<file path="src/hw/scr_pkg.sv">
// Constants shared by the system control register bank and its helpers.
// Assumes a single system clock and synchronous active-low resets.
package scr_pkg;

  // ----------------------------------------------------------------
  // Register byte offsets
  // ----------------------------------------------------------------
  localparam logic [7:0] OFS_USB_MASTER_ATTR_REG0 = 8'h00;
  localparam logic [7:0] OFS_USB_MASTER_ATTR_REG1 = 8'h04;
  localparam logic [7:0] OFS_CARD_MASTER_ATTR_REG = 8'h08;
  localparam logic [7:0] OFS_CARD_CLK_PHASE = 8'h0c;
  localparam logic [7:0] OFS_WD_DEBUG = 8'h10;
  localparam logic [7:0] OFS_BOOT_CTRL = 8'h14;
  localparam logic [7:0] OFS_LAST_IMAGE = 8'h18;
  localparam logic [7:0] OFS_BOOT_CODE_SCRATCH_STATE = 8'h1c;
  localparam logic [7:0] OFS_WARM_ENABLE = 8'h20;
  localparam logic [7:0] OFS_WARM_START = 8'h24;
  localparam logic [7:0] OFS_WARM_LENGTH = 8'h28;
  localparam logic [7:0] OFS_WARM_EXEC = 8'h2c;
  localparam logic [7:0] OFS_WARM_CRC = 8'h30;
  localparam logic [7:0] OFS_ADDR_REMAP = 8'h34;
  localparam logic [7:0] OFS_GLOBAL_FABRIC_DISABLE_REG = 8'h38;
  localparam logic [7:0] OFS_FABRIC_INDIV_EN = 8'h3c;
  localparam logic [7:0] OFS_ECC_MASK = 8'h40;
  localparam logic [7:0] OFS_L2_ERROR_INJECT_REG = 8'h44;
  localparam logic [7:0] OFS_PARITY_INJECT = 8'h48;
  // Handoff array occupies 0x60..0x7c, selected by address bits 7:5.
  localparam logic [2:0] HANDOFF_PAGE = 3'h3;

  // ----------------------------------------------------------------
  // Field widths and positions
  // ----------------------------------------------------------------
  localparam int PROT_W = 4;
  localparam int USER_W = 5;
  localparam int ATTR_W = PROT_W + USER_W;
  localparam int PHASE_W = 3;
  localparam int SMPL_POS = 4;
  localparam int WD_N = 2;
  localparam int IMAGE_W = 2;
  localparam int FABRIC_N = 14;
  localparam int ECC_N = 9;
  localparam int PARITY_N = 2;
  localparam int HANDOFF_N = 8;
  localparam int BOOT_PINMUX_POS = 0;
  localparam int BOOT_IO_POS = 1;
  localparam int BOOT_WAIT_POS = 2;
  localparam int BOOT_SAFE_POS = 3;
  localparam int INJ_SINGLE_POS = 0;
  localparam int INJ_DOUBLE_POS = 1;

  // ----------------------------------------------------------------
  // Reset values
  // ----------------------------------------------------------------
  localparam logic [ATTR_W-1:0] ATTR_RST = 9'h000;
  localparam logic [PHASE_W-1:0] PHASE_RST = 3'h0;
  localparam logic [WD_N-1:0] WD_DBG_RST = 2'h3;
  localparam logic WAIT_STATE_RST = 1'b0;
  localparam logic SAFE_UPDATE_RST = 1'b1;
  localparam logic REMAP_RST = 1'b0;
  localparam logic GLOBAL_DISABLE_RST = 1'b1;
  localparam logic [FABRIC_N-1:0] INDIV_EN_RST = 14'h0000;
  localparam logic [ECC_N-1:0] ECC_MASK_RST = 9'h1ff;
  localparam logic [31:0] WORD_RST = 32'h0000_0000;

  // ----------------------------------------------------------------
  // Timing
  // ----------------------------------------------------------------
  // Least spacing, in system clock cycles, between two accepted injections.
  localparam int INJ_GAP_CYCLES = 5;
  localparam logic [2:0] INJ_GAP_RELOAD = 3'(INJ_GAP_CYCLES - 1);

endpackage

</file>
<file path="src/hw/scr_regs.sv">
// System control register bank driving side-band signals to neighbours.
// Assumes a single-cycle register port driven from the system clock domain,
// and that all side-band inputs come from logic on the same clock.
module scr_regs
  import scr_pkg::*;
(
  // Clock and resets
  input wire logic CLK_SYS,
  input wire logic RESET_N,
  input wire logic COLD_RESET_N,
  // Register slave port
  input wire logic BUS_SEL,
  input wire logic BUS_WRITE,
  input wire logic [7:0] BUS_ADDR,
  input wire logic [31:0] BUS_WDATA,
  output logic [31:0] BUS_RDATA,
  output logic BUS_READY,
  // Master-port attributes
  output logic [PROT_W-1:0] USB0_MASTER_PROT,
  output logic [USER_W-1:0] USB0_MASTER_USER_SIDEBAND,
  output logic [PROT_W-1:0] USB1_MASTER_PROT,
  output logic [USER_W-1:0] USB1_MASTER_USER_SIDEBAND,
  output logic [PROT_W-1:0] CARD_MASTER_PROT,
  output logic [USER_W-1:0] CARD_MASTER_USER_SIDEBAND,
  // Card clock phase selects
  output logic [PHASE_W-1:0] CARD_DRV_PHASE,
  output logic [PHASE_W-1:0] CARD_SMPL_PHASE,
  // Watchdog pause
  input wire logic [WD_N-1:0] CPU_DEBUG,
  output logic [WD_N-1:0] WD_PAUSE,
  // Boot controls
  output logic BOOT_WARM_PINMUX,
  output logic BOOT_WARM_IO,
  output logic BOOTROM_WAIT_STATE,
  output logic BOOT_MEM_REMAP,
  // Fabric interface enables
  output logic [FABRIC_N-1:0] FABRIC_EN,
  // ECC and parity
  input wire logic [ECC_N-1:0] ECC_IRQ_SRC,
  output logic ECC_IRQ,
  output logic [PARITY_N-1:0] PARITY_IRQ,
  input wire logic L2_WRITE,
  output logic L2_CORRUPT_SINGLE,
  output logic L2_CORRUPT_DOUBLE
);

  // ----------------------------------------------------------------
  // State
  // ----------------------------------------------------------------
  typedef struct packed {
    logic [ATTR_W-1:0] usb0_attr;
    logic [ATTR_W-1:0] usb1_attr;
    logic [ATTR_W-1:0] card_attr;
    logic [PHASE_W-1:0] drv_sel;
    logic [PHASE_W-1:0] smpl_sel;
    logic [WD_N-1:0] wd_dbg;
    logic warm_pinmux;
    logic warm_io;
    logic wait_state;
    logic safe_update;
    logic [IMAGE_W-1:0] last_image;
    logic [31:0] sw_state;
    logic warm_en;
    logic [31:0] warm_start;
    logic [31:0] warm_len;
    logic [31:0] warm_exec;
    logic [31:0] warm_crc;
    logic remap;
    logic global_disable;
    logic [FABRIC_N-1:0] indiv_en;
    logic [ECC_N-1:0] ecc_mask;
    logic [1:0] l2_inj;
    logic [PARITY_N-1:0] parity_inj;
    logic [HANDOFF_N-1:0][31:0] handoff;
    logic [31:0] rdata;
    logic ready;
    logic [FABRIC_N-1:0] fabric_en;
    logic ecc_irq;
    logic [PARITY_N-1:0] parity_irq;
  } scr_state_t;

  scr_state_t cur;
  scr_state_t next_cur;
  logic warm_rst_n;
  logic wr;
  logic rd;

  assign warm_rst_n = RESET_N & COLD_RESET_N;
  assign wr = BUS_SEL & BUS_WRITE;
  assign rd = BUS_SEL & ~BUS_WRITE;

  // ----------------------------------------------------------------
  // Register access and side-band logic
  // ----------------------------------------------------------------
  always_comb begin
    next_cur = cur;
    next_cur.ready = BUS_SEL;
    next_cur.rdata = WORD_RST;
    // Writes to unmapped offsets are dropped and reads return zero.
    if (wr) begin
      if (BUS_ADDR[7:5] == HANDOFF_PAGE) begin
        next_cur.handoff[BUS_ADDR[4:2]] = BUS_WDATA;
      end else begin
        case ({BUS_ADDR[7:2], 2'b00})
          OFS_USB_MASTER_ATTR_REG0: begin
            next_cur.usb0_attr = BUS_WDATA[ATTR_W-1:0];
          end
          OFS_USB_MASTER_ATTR_REG1: begin
            next_cur.usb1_attr = BUS_WDATA[ATTR_W-1:0];
          end
          OFS_CARD_MASTER_ATTR_REG: begin
            next_cur.card_attr = BUS_WDATA[ATTR_W-1:0];
          end
          OFS_CARD_CLK_PHASE: begin
            next_cur.drv_sel = BUS_WDATA[PHASE_W-1:0];
            next_cur.smpl_sel = BUS_WDATA[SMPL_POS +: PHASE_W];
          end
          OFS_WD_DEBUG: begin
            next_cur.wd_dbg = BUS_WDATA[WD_N-1:0];
          end
          OFS_BOOT_CTRL: begin
            next_cur.warm_pinmux = BUS_WDATA[BOOT_PINMUX_POS];
            next_cur.warm_io = BUS_WDATA[BOOT_IO_POS];
            next_cur.wait_state = BUS_WDATA[BOOT_WAIT_POS];
            next_cur.safe_update = BUS_WDATA[BOOT_SAFE_POS];
          end
          OFS_LAST_IMAGE: begin
            next_cur.last_image = BUS_WDATA[IMAGE_W-1:0];
          end
          OFS_BOOT_CODE_SCRATCH_STATE: begin
            next_cur.sw_state = BUS_WDATA;
          end
          OFS_WARM_ENABLE: begin
            next_cur.warm_en = BUS_WDATA[0];
          end
          OFS_WARM_START: begin
            // The low two bits are stored as written; software keeps them zero.
            next_cur.warm_start = BUS_WDATA;
          end
          OFS_WARM_LENGTH: begin
            next_cur.warm_len = BUS_WDATA;
          end
          OFS_WARM_EXEC: begin
            next_cur.warm_exec = BUS_WDATA;
          end
          OFS_WARM_CRC: begin
            next_cur.warm_crc = BUS_WDATA;
          end
          OFS_ADDR_REMAP: begin
            next_cur.remap = BUS_WDATA[0];
          end
          OFS_GLOBAL_FABRIC_DISABLE_REG: begin
            next_cur.global_disable = BUS_WDATA[0];
          end
          OFS_FABRIC_INDIV_EN: begin
            next_cur.indiv_en = BUS_WDATA[FABRIC_N-1:0];
          end
          OFS_ECC_MASK: begin
            next_cur.ecc_mask = BUS_WDATA[ECC_N-1:0];
          end
          OFS_L2_ERROR_INJECT_REG: begin
            next_cur.l2_inj = BUS_WDATA[1:0];
          end
          OFS_PARITY_INJECT: begin
            next_cur.parity_inj = BUS_WDATA[PARITY_N-1:0];
          end
          default: begin
            next_cur.ready = BUS_SEL;
          end
        endcase
      end
    end
    if (rd) begin
      if (BUS_ADDR[7:5] == HANDOFF_PAGE) begin
        next_cur.rdata = cur.handoff[BUS_ADDR[4:2]];
      end else begin
        case ({BUS_ADDR[7:2], 2'b00})
          OFS_USB_MASTER_ATTR_REG0: next_cur.rdata = 32'(cur.usb0_attr);
          OFS_USB_MASTER_ATTR_REG1: next_cur.rdata = 32'(cur.usb1_attr);
          OFS_CARD_MASTER_ATTR_REG: next_cur.rdata = 32'(cur.card_attr);
          OFS_CARD_CLK_PHASE: begin
            next_cur.rdata = 32'({1'b0, cur.smpl_sel, 1'b0, cur.drv_sel});
          end
          OFS_WD_DEBUG: next_cur.rdata = 32'(cur.wd_dbg);
          OFS_BOOT_CTRL: begin
            next_cur.rdata = 32'({cur.safe_update, cur.wait_state, cur.warm_io, cur.warm_pinmux});
          end
          OFS_LAST_IMAGE: next_cur.rdata = 32'(cur.last_image);
          OFS_BOOT_CODE_SCRATCH_STATE: next_cur.rdata = cur.sw_state;
          OFS_WARM_ENABLE: next_cur.rdata = 32'(cur.warm_en);
          OFS_WARM_START: next_cur.rdata = cur.warm_start;
          OFS_WARM_LENGTH: next_cur.rdata = cur.warm_len;
          OFS_WARM_EXEC: next_cur.rdata = cur.warm_exec;
          OFS_WARM_CRC: next_cur.rdata = cur.warm_crc;
          OFS_ADDR_REMAP: next_cur.rdata = 32'(cur.remap);
          OFS_GLOBAL_FABRIC_DISABLE_REG: next_cur.rdata = 32'(cur.global_disable);
          OFS_FABRIC_INDIV_EN: next_cur.rdata = 32'(cur.indiv_en);
          OFS_ECC_MASK: next_cur.rdata = 32'(cur.ecc_mask);
          OFS_L2_ERROR_INJECT_REG: next_cur.rdata = 32'(cur.l2_inj);
          OFS_PARITY_INJECT: next_cur.rdata = 32'(cur.parity_inj);
          default: next_cur.rdata = WORD_RST;
        endcase
      end
    end

    // Global disable overrides every individual enable in one step.
    next_cur.fabric_en = cur.global_disable ? '0 : cur.indiv_en;
    next_cur.ecc_irq = |(ECC_IRQ_SRC & ~cur.ecc_mask);
    // Parity injection only raises the interrupt; no data is touched.
    next_cur.parity_irq = cur.parity_inj;

    // Warm or cold reset clears the run-time controls and remap; on a warm reset the other boot, warm-boot and
    // handoff state survive (wait_state only while safe_update is clear) so boot code can read them afterwards.
    if (!warm_rst_n) begin
      next_cur.usb0_attr = ATTR_RST;
      next_cur.usb1_attr = ATTR_RST;
      next_cur.card_attr = ATTR_RST;
      next_cur.drv_sel = PHASE_RST;
      next_cur.smpl_sel = PHASE_RST;
      next_cur.wd_dbg = WD_DBG_RST;
      next_cur.remap = REMAP_RST;
      next_cur.global_disable = GLOBAL_DISABLE_RST;
      next_cur.indiv_en = INDIV_EN_RST;
      next_cur.ecc_mask = ECC_MASK_RST;
      next_cur.l2_inj = 2'h0;
      next_cur.parity_inj = '0;
      next_cur.rdata = WORD_RST;
      next_cur.ready = 1'b0;
      next_cur.fabric_en = '0;
      next_cur.ecc_irq = 1'b0;
      next_cur.parity_irq = '0;
      if (cur.safe_update) begin
        next_cur.wait_state = WAIT_STATE_RST;
      end
    end
    // Cold reset zeroes everything, the handoff array included, then loads the nonzero reset values.
    if (!COLD_RESET_N) begin
      next_cur = '0;
      next_cur.wd_dbg = WD_DBG_RST;
      next_cur.wait_state = WAIT_STATE_RST;
      next_cur.safe_update = SAFE_UPDATE_RST;
      next_cur.global_disable = GLOBAL_DISABLE_RST;
      next_cur.ecc_mask = ECC_MASK_RST;
    end
  end

  always_ff @(posedge CLK_SYS) begin
    cur <= next_cur;
  end

  // ----------------------------------------------------------------
  // Helpers
  // ----------------------------------------------------------------
  genvar gi;
  generate
    for (gi = 0; gi < WD_N; gi++) begin : g_pause
      scr_wd_pause u_pause (
        .clk(CLK_SYS),
        .rst_n(warm_rst_n),
        .debug_mode(CPU_DEBUG[gi]),
        .pause_en(cur.wd_dbg[gi]),
        .pause(WD_PAUSE[gi])
      );
    end
  endgenerate

  scr_l2_inject u_inject (
    .clk(CLK_SYS),
    .rst_n(warm_rst_n),
    .inj_single(cur.l2_inj[INJ_SINGLE_POS]),
    .inj_double(cur.l2_inj[INJ_DOUBLE_POS]),
    .mem_write(L2_WRITE),
    .corrupt_single(L2_CORRUPT_SINGLE),
    .corrupt_double(L2_CORRUPT_DOUBLE)
  );

  // ----------------------------------------------------------------
  // Outputs
  // ----------------------------------------------------------------
  assign BUS_RDATA = cur.rdata;
  assign BUS_READY = cur.ready;
  assign USB0_MASTER_PROT = cur.usb0_attr[PROT_W-1:0];
  assign USB0_MASTER_USER_SIDEBAND = cur.usb0_attr[ATTR_W-1:PROT_W];
  assign USB1_MASTER_PROT = cur.usb1_attr[PROT_W-1:0];
  assign USB1_MASTER_USER_SIDEBAND = cur.usb1_attr[ATTR_W-1:PROT_W];
  assign CARD_MASTER_PROT = cur.card_attr[PROT_W-1:0];
  assign CARD_MASTER_USER_SIDEBAND = cur.card_attr[ATTR_W-1:PROT_W];
  assign CARD_DRV_PHASE = cur.drv_sel;
  assign CARD_SMPL_PHASE = cur.smpl_sel;
  assign BOOT_WARM_PINMUX = cur.warm_pinmux;
  assign BOOT_WARM_IO = cur.warm_io;
  assign BOOTROM_WAIT_STATE = cur.wait_state;
  assign BOOT_MEM_REMAP = cur.remap;
  assign FABRIC_EN = cur.fabric_en;
  assign ECC_IRQ = cur.ecc_irq;
  assign PARITY_IRQ = cur.parity_irq;

endmodule

</file>
<file path="src/hw/scr_wd_pause.sv">
// Pause driver for one watchdog timer.
// Assumes the debug-mode level comes from logic on the same clock.
module scr_wd_pause
  import scr_pkg::*;
(
  // Clock and reset
  input wire logic clk,
  input wire logic rst_n,
  // Control
  input wire logic debug_mode,
  input wire logic pause_en,
  // Pause output
  output logic pause
);

  typedef struct packed {
    logic pause;
  } scr_pause_t;

  scr_pause_t cur;
  scr_pause_t next_cur;

  always_comb begin
    next_cur = cur;
    next_cur.pause = debug_mode & pause_en;
    if (!rst_n) begin
      next_cur.pause = 1'b0;
    end
  end

  always_ff @(posedge clk) begin
    cur <= next_cur;
  end

  assign pause = cur.pause;

endmodule

</file>
<file path="src/hw/scr_l2_inject.sv">
// Edge-sensitive L2 ECC error injection request handler.
// Assumes the control bits and the write strobe come from the same clock.
module scr_l2_inject
  import scr_pkg::*;
(
  // Clock and reset
  input wire logic clk,
  input wire logic rst_n,
  // Control bits from the register bank
  input wire logic inj_single,
  input wire logic inj_double,
  // Memory write strobe
  input wire logic mem_write,
  // Armed corruption requests to the memory
  output logic corrupt_single,
  output logic corrupt_double
);

  typedef struct packed {
    logic prev_single;
    logic prev_double;
    logic req_single;
    logic req_double;
    logic arm_single;
    logic arm_double;
    logic [2:0] gap;
  } scr_inj_t;

  scr_inj_t cur;
  scr_inj_t next_cur;

  always_comb begin
    next_cur = cur;
    next_cur.prev_single = inj_single;
    next_cur.prev_double = inj_double;
    // An armed request is consumed by the next write.
    if (mem_write) begin
      next_cur.arm_single = 1'b0;
      next_cur.arm_double = 1'b0;
    end
    if (cur.gap != 3'h0) begin
      next_cur.gap = cur.gap - 3'h1;
    end
    // Captured requests wait here and cannot be withdrawn.
    if (cur.req_single && cur.gap == 3'h0 && !cur.arm_single) begin
      next_cur.req_single = 1'b0;
      next_cur.arm_single = 1'b1;
      next_cur.gap = INJ_GAP_RELOAD;
    end else if (cur.req_double && cur.gap == 3'h0 && !cur.arm_double) begin
      next_cur.req_double = 1'b0;
      next_cur.arm_double = 1'b1;
      next_cur.gap = INJ_GAP_RELOAD;
    end
    // A new rising edge is captured after the acceptance above.
    if (inj_single && !cur.prev_single) begin
      next_cur.req_single = 1'b1;
    end
    if (inj_double && !cur.prev_double) begin
      next_cur.req_double = 1'b1;
    end
    if (!rst_n) begin
      next_cur = '0;
    end
  end

  always_ff @(posedge clk) begin
    cur <= next_cur;
  end

  assign corrupt_single = cur.arm_single;
  assign corrupt_double = cur.arm_double;

endmodule

</file>
<file path="config.mk">
export PLATFORM = sky130hd
export DESIGN_NAME = scr_regs
export DESIGN_NICKNAME = d
export VERILOG_FILES = /design/src/hw/scr_pkg.sv /design/src/hw/scr_regs.sv /design/src/hw/scr_wd_pause.sv /design/src/hw/scr_l2_inject.sv
export SDC_FILE = /design/constraint.sdc
export NUM_CORES = 1
export LEC_CHECK = 0
export BUFFER_PORTS_ARGS = -buffer_cell sky130_fd_sc_hd__buf_2
export CORE_ASPECT_RATIO = 0.5
export CORE_UTILIZATION = 35
export CTS_BUF_LIST = sky130_fd_sc_hd__clkbuf_8 sky130_fd_sc_hd__clkbuf_16
export CTS_CLUSTER_DIAMETER = 80
export DETAILED_ROUTE_END_ITERATION = 16
export REMOVE_ABC_BUFFERS = 1
export SYNTH_ARGS = -nofsm -noshare
export SYNTH_HDL_FRONTEND = slang
export SYNTH_HIERARCHICAL = 1
export SYNTH_SLANG_ARGS = --single-unit
</file>
<file path="constraint.sdc">
create_clock -name CLK_SYS -period 3.2 [get_ports CLK_SYS]
set_input_delay 0.16 -clock CLK_SYS [delete_from_list [all_inputs] [get_ports CLK_SYS]]
set_output_delay 0.16 -clock CLK_SYS [all_outputs]
set_load 0.03 [all_outputs]
</file>
==> reports/results.txt, run 1 <==
Ports: 148
H-tree depth: 2
CTS tree: built
CP Class: in -> reg
Max-cap violations: 0
Clock transition at path regs: 0.07 ns
Slew HR: 11.0%
Tightest Hold Check Type: in -> reg
Vias in the first global route: 19,300
P_int: 10.6 mW
Worst skew pair latency: 0.61 ns
Maximum VDD drop: 0.000332 V
Yosys warning count: 6
Die Y: 189 um
Count of cell types in the netlist: 63
Crit path time final: 2.20 ns
Net Switching: 3.23 mW
DR WL/cell: 20.0 um
CP delay by family, top: buffers and inverters
Final setup fails: 0
Crit path top cell by count: dlygate4sd3_1
Register area share after synthesis: 44.6%
Flop pwr share: 49.5%
Pwr Total: 13.8 mW
Slew Limit Fails: 0
DR iter-0 viols: 1,853
Chip width: 377 um
Setup TNS: 0 ns
Residual DRC: 0
P per Cell Area: 498 nW/um2
Worst setup margin: 1.00 ns
Row Count: 68
Yosys reg bits: 548
EDFF count, synth: 0
Gate power share: 5.4%
Finished Core Util: 40.2%
Synth Area per Inst: 8.85 um2
Crit path max fanout: 14
Clk network pwr share: 45.2%
Drt via density: 5.19
Antenna Nets Post-Route: 0
Crit end category: flip-flop
Vias post-DR: 19,500
Post-CTS Setup Repair Bufs: 0
Gr usage total: 20.8%
Run status: completed
HPWL Detailed: 45,700 um
Core box area: 69,200 um2
Largest net degree at the start of global routing: 321
CP Cell Sequence: dlygate4sd3_1, buf_2, and2_1, and4_1, buf_4, nand2_1, a21boi_0, dlygate4sd3_1
Syn Inst Count: 2,776
Final Cycle Share: 68.6%
CP Launch Type: input port
Fmax: 455 MHz
Total wire length: 74,800 um
Antenna Cells: 0
Initial antenna violation count: 0
Final hold slack: 0.0473 ns
Crit-path max cell delay: 0.56 ns
Worst slack, placed: 0.841 ns
Nets: 2,820
CTS max path bufs: 3
Final hold vios: 0
PortBufs: 145
Sw frac: 23.3%
CP max stage cell: and2_1
DRT Pass-1 Iters: 7
First-pass GRT wire length: 116,000 um
Max Clock Skew: 0.00887 ns
Leak pwr: 9.39 nW
Starting Density: 35.5%
GP Congestion: 0.835
Worst-Margin Slew: 1.33 ns
Sum of buffers and inverters on the critical path: 4
Die Area: 71,400 um2
RSZ-0062 raised after global routing: no
Grt ovf: 0
WP data arrival: 2.75 ns
Async S/R FF share, synth: 0%
TritonCTS buffer count: 53
P&R area growth vs syn: 13.1%
Clock sink count: 548
Share of layout cells above drive strength 1: 15.9%
Fillers: 6,831
Ys flop type: dfxtp_1
Crit path required time: 3.75 ns
Mapped cell area: 24,600 um2
CTS root buffer: clkbuf_16
## cell usage in the layout, fill, tap and decap left out, types with 34 or more instances in the layout
cell           count
nor2_1            51
a21boi_0         331
buf_4             76
buf_2            142
a21boi_1          85
dlygate4sd3_1     38
mux4_2            67
mux2i_1           95
nand2_1          918
dfxtp_1          548
a22oi_1           34
clkbuf_16         55
## worst min-delay path: stages
cell	delay, ns
buf_2	0.26
nand2_1	0.12
a21oi_1	0.06
## power by group through the flow
| stage | Combinational [mW] | Clock [mW] | Sequential (mW) |
|---|---|---|---|
| 3_5_place_dp | 0.699 | 0 | 7.00 |
| 5_1_grt | 0.778 | 6.64 | 6.84 |
| 6_report | 0.743 | 6.25 | 6.84 |
| 2_1_floorplan | 0.249 | 0 | 7.00 |
| 4_1_cts | 0.734 | 6.36 | 6.84 |
| 3_3_place_gp | 0.694 | 0 | 7.00 |
## Yosys cell counts, types with 4 or more instances
master / number / area (um2)
buf_2: 48 / 240
nor2_1: 52 / 195
a31oi_1: 31 / 194
nor4_4: 8 / 170
mux4_2: 67 / 1510
a222oi_1: 6 / 60.1
nor2b_1: 8 / 50.1
mux2_2: 28 / 315
a21boi_0: 331 / 2480
a221oi_1: 8 / 70.1
and2_1: 18 / 113
nor4_2: 10 / 125
nand3_1: 5 / 25.0
o2bb2ai_1: 33 / 289
mux2i_1: 95 / 951
nand3b_1: 4 / 30.0
nand4_1: 12 / 75.1
inv_1: 19 / 71.3
a22o_1: 7 / 61.3
dfxtp_1: 548 / 11000
nor3_1: 8 / 40.0
clkbuf_1: 190 / 713
o21ai_0: 5 / 25.0
a21oi_1: 12 / 60.1
nand2b_1: 7 / 43.8
a41oi_1: 4 / 35.0
buf_4: 86 / 646
a21boi_1: 85 / 638
o211ai_1: 8 / 60.1
a22oi_1: 34 / 255
or4_1: 6 / 45.0
buf_6: 4 / 45.0
buf_1: 11 / 41.3
nor4_1: 6 / 37.5
and3_1: 11 / 68.8
nand2_1: 920 / 3450
## worst paths after layout
kind	start	endpoint	slack (ns)	depth (start not counted)
setup reg to reg	cur[316]	ECC_IRQ	1.27	5
hold / removal	BUS_WDATA[6]	USB0_MASTER_USER_SIDEBAND[2]	0.05	3
hold reg to reg	flip-flop	flip-flop	0.45	2
setup / recovery	BUS_SEL	flip-flop	1.00	8
## layer usage
metal  track usage [%]  wire (um)  up-vias
met5                 0          0        -
met3              2.73       4300      117
met1              28.3      34200     9516
li1                  -          -     9266
met4              6.50       1780        0
met2              34.0      34600      554
## area by class of cell
cell class	instances	area (um2)	share of cell area, %
clock inverter	23	104	0.374
clock buffer	73	1620	5.84
inverter	20	75.1	0.270
tap	945	1180	4.25
timing repair buffer	268	1880	6.76
multi-input combinational	1869	12000	43.0
sequential	548	11000	39.5
## kinds of logic (layout without fill, tap and decap cells)
group	Yosys count	after routing	synth area share [%]
AO/OA/AOI/OAI	579	579	17.8
adder cells (fa/ha/maj)	3	3	0.153
buffers and inverters	359	384	7.16
flip-flops	548	548	44.6
multiplexers	190	190	11.3
AND/OR/NAND/NOR	1097	1097	19.0
## through the flow
step                instance area, um2  instances
finish                           27800       3746
global route                     27800       3746
CTS                              27800       3746
detailed placement               25700       3612
global placement                 25700       3612
floorplan                        22900       2437
## repair_timing
action,in CTS,in global routing
hold endpoints to repair,350,0
setup endpoints to repair,0,0
gates resized for setup,0,0
hold buffers,38,0
(Power assumes the default switching activity.)
==> inputs of run 2 (changes only) <==
--- a/config.mk
+++ b/config.mk
@@ -5,6 +5,7 @@
 export SDC_FILE = /design/constraint.sdc
 export NUM_CORES = 1
 export LEC_CHECK = 0
+export ABC_AREA = 1
 export BUFFER_PORTS_ARGS = -buffer_cell sky130_fd_sc_hd__buf_2
 export CORE_ASPECT_RATIO = 0.5
 export CORE_UTILIZATION = 35
==> constraint.sdc (replaced) <==
create_clock -name CLK_SYS -period 1.76 [get_ports CLK_SYS]
set_input_delay 0.088 -clock CLK_SYS [delete_from_list [all_inputs] [get_ports CLK_SYS]]
set_output_delay 0.088 -clock CLK_SYS [all_outputs]
set_load 0.03 [all_outputs]
==> run 2 against run 1 <==
Effect of this change: non-clock buffer count up 47; first-iteration DRC count down 1.8%; clock skew up 0.013 ns; register-to-register slack worse by 1.1 ns; die area down 10%; clock power up 78%; synthesized area down 11%; wire length down 4.6%; largest cell class is now sequential cells; highest routed layer unchanged.
==> reports/results.txt, run 2 <==
Run status: completed
Post-CTS Setup Repair Bufs: 0 (unchanged)
Tightest Hold Check Type: in -> reg
Crit-path max cell delay: 0.53 ns (-0.03 ns)
Final hold vios: 0 (unchanged)
Crit path required time: 2.21 ns (-1.54 ns)
Die Area: 63,900 um2 (-10%)
Sw frac: 23.1% (-0.17 points)
Pwr Total: 24.9 mW (+80%)
Crit path top cell by count: nand2_1
CTS root buffer: clkbuf_16
WP data arrival: 2.11 ns (-0.64 ns)
CTS tree: built
Synth cell count leaders: 548 x dfxtp_1, 480 x a21oi_1, 477 x nand2_1
First-pass GRT wire length: 110,000 um (-5.0%)
Slew Limit Fails: 0 (unchanged)
Max-cap violations: 0 (unchanged)
Synth top area share: 49.9% (+5.2 points)
Hold wc startpoint: RESET_N
Core box area: 61,600 um2 (-11%)
Async S/R FF share, synth: 0% (unchanged)
GP Congestion: 0.898 (+7.6%)
EDFF count, synth: 0 (unchanged)
Clk network pwr share: 44.8% (-0.4 points)
Sum of buffers and inverters on the critical path: 7 (+3)
Count of cell types in the netlist: 42 (-33%)
Area leader, netlist: dfxtp_1
Flop pwr share: 50.1% (+0.6 points)
Final setup fails: 0 (unchanged)
Crit path max fanout: 45 (+31)
Max Clock Skew: 0.0215 ns (+0.0126 ns)
Fmax: 600 MHz
Most common cell in the synthesized netlist: dfxtp_1
Vias in the first global route: 18,500 (-4.4%)
Yosys warning count: 6 (unchanged)
DRT Pass-1 Iters: 5 (-2)
Chip width: 357 um (-5.4%)
CP Class: in -> reg
Register area share after synthesis: 49.9% (+5.2 points)
P&R area growth vs syn: 18.0%
Largest net degree at the start of global routing: 100 (-69%)
Syn Inst Count: 2,840 (+2.3%)
Commonest cells after routing, fill and taps aside: 548 x dfxtp_1, 480 x a21oi_1, 477 x nand2_1, 363 x o21ai_0, 145 x inv_1
Antenna Nets Post-Route: 0 (unchanged)
Ranking of synthesized cells by area: dfxtp_1 50%, a21oi_1 11%, o21ai_0 8.3%, nand2_1 8.1%, clkbuf_1 3.2%
Reg2reg start: cur[318]
DR iter-0 viols: 1,819 (-1.8%)
Drt via density: 5.26 (+1.2%)
CP delay by family, top: buffers and inverters
Clock transition at path regs: 0.06 ns (about the same)
Placed insts: 3,628 (+0.44%)
HPWL Detailed: 45,800 um (about the same)
Clock sink count: 548 (unchanged)
Gate power share: 5.1% (-0.3 points)
Net Switching: 5.76 mW (+78%)
CTS max path bufs: 3 (unchanged)
Slew HR: 40.2% (+29 points)
Gr usage total: 22.0% (+1.2 points)
PortBufs: 145 (unchanged)
CP Launch Type: input port
RSZ-0062 raised after global routing: no
Ports: 148 (unchanged)
Row Count: 64 (-5.9%)
Vias post-DR: 19,800 (+1.6%)
Leak pwr: 10.3 nW (+9.5%)
Ys flop type: dfxtp_1
Synth Area per Inst: 7.75 um2 (-13%)
Maximum VDD drop: 0.000739 V (+120%)
Residual DRC: 0 (unchanged)
Grt ovf: 0 (unchanged)
Area of the multi-input gates: 9050 um2 (-24%)
Final Cycle Share: 94.7%
Fillers: 6,096 (-11%)
Reg area: 11,000 um2 (unchanged)
DR WL/cell: 19.0 um (-5.0%)
Worst skew pair latency: 0.60 ns (about the same)
Share of layout cells above drive strength 1: 13.5% (-2.4 points)
P_int: 19.1 mW (+80%)
Commonest non-fill, non-tap cell in the layout: dfxtp_1
Initial antenna violation count: 1 (+1)
Total wire length: 71,400 um (-4.6%)
Worst setup path start: BUS_SEL
TritonCTS buffer count: 52 (-1.9%)
Die Y: 179 um (-5.3%)
CP Cell Sequence: dlygate4sd3_1, buf_2, nand2_1, inv_1, nand2_1, buf_12, clkinvlp_4, nand2_1, inv_2, buf_12, o21ai_0, a21oi_1
P per Cell Area: 959 nW/um2 (+93%)
Nets: 2,956 (+4.8%)
Yosys reg bits: 548 (unchanged)
Mapped cell area: 22,000 um2 (-11%)
Crit path time final: 1.67 ns
Finished Layout Cells: 3,760 (+0.37%)
H-tree depth: 2 (unchanged)
Worst-Margin Slew: 0.893 ns (-0.441 ns)
CP max stage cell: dlygate4sd3_1
Starting Density: 35.7% (+0.18 points)
Crit end category: flip-flop
run 2: cell types whose count changed after synthesis, moves of 30 or more:
cell / change
a21boi_0: -331
inv_1: +112
a21oi_1: +468
mux4_2: -67
a31oi_1: -30
nor2_1: +95
o21ai_0: +358
a211oi_1: +38
a21boi_1: -85
o2bb2ai_1: -33
nand2_1: -443
nand3_1: +91
o21ai_1: +62
mux2i_1: -95
run 2: worst paths after layout:
kind	to	cells past startpoint	slack, ns
worst max-delay path	cur[450]	12	0.09
worst min-delay path	CARD_SMPL_PHASE[1]	4	0.05
worst max register to register	ECC_IRQ	5	0.14
worst min register to register	u_inject/cur[6]	1	0.43
run 2: cell type report:
| type | count | area share, % |
|---|---|---|
| Clock buffer | 63 | 5.64 |
| Sequential cell | 548 | 42.3 |
| Antenna cell | 1 | 0.00964 |
| Timing Repair Buffer | 315 | 10.3 |
| Inverter | 142 | 2.07 |
| Multi-Input combinational cell | 1837 | 34.9 |
| Clock inverter | 29 | 0.805 |
| Tap cell | 825 | 3.98 |
run 2: power by group through the flow:
stage | logic (mW) | clock network (mW) | registers [mW]
2_1_floorplan | 0.425 | 0 | 12.7
3_3_place_gp | 1.17 | 0 | 12.7
3_5_place_dp | 1.17 | 0 | 12.7
4_1_cts | 1.24 | 11.3 | 12.5
5_1_grt | 1.34 | 11.9 | 12.5
6_report | 1.27 | 11.1 | 12.5
run 2: cells by family after synthesis:
| group | after synthesis | synth area share [%] |
|---|---|---|
| buffers and inverters | 455 | 9.33 |
| XOR/XNOR | 1 | 0.0398 |
| flip-flops | 548 | 49.9 |
| adder cells (fa/ha/maj) | 3 | 0.171 |
| AND/OR/NAND/NOR | 792 | 15.2 |
| AO/OA/AOI/OAI | 1041 | 25.4 |
run 2: metal layers:
layer,routed length (um),track usage (%),vias to the layer above
met1,32500,30.1,9342
li1,-,-,9685
met4,2020,6.88,0
met3,4140,2.84,127
met2,32700,35.9,607
met5,0,0,-
run 2: worst reg2reg max path, cell delays in order, from the launching register on:
cell and delay (ns):
dfxtp_1 0.31, inv_1 0.11, a221oi_1 0.27, dlygate4sd3_1 0.58
a21oi_1 0.06, buf_4 0.17
run 2: timing repair:
item                                   4_1_cts  5_1_grt
setup endpoints to repair                    0        5
endpoints found under the hold margin      227        0
hold buffers                                39        0
resized for setup                            0        2
run 2: per-stage QoR:
stage	TNS, ns	instance area [um2]	hold WS, ns	setup WS (ns)	util [%]
2_1_floorplan	-709.77	20500	0.187	-3.02	-
3_3_place_gp	-1.27	23900	0.316	-0.308	38.8
3_5_place_dp	-2.32	23900	0.323	-0.343	38.8
4_1_cts	0	25900	0.0326	0.145	42.1
5_1_grt	0	26000	0.0518	0.0147	42.1
6_report	0	26000	0.0522	0.0940	42.1
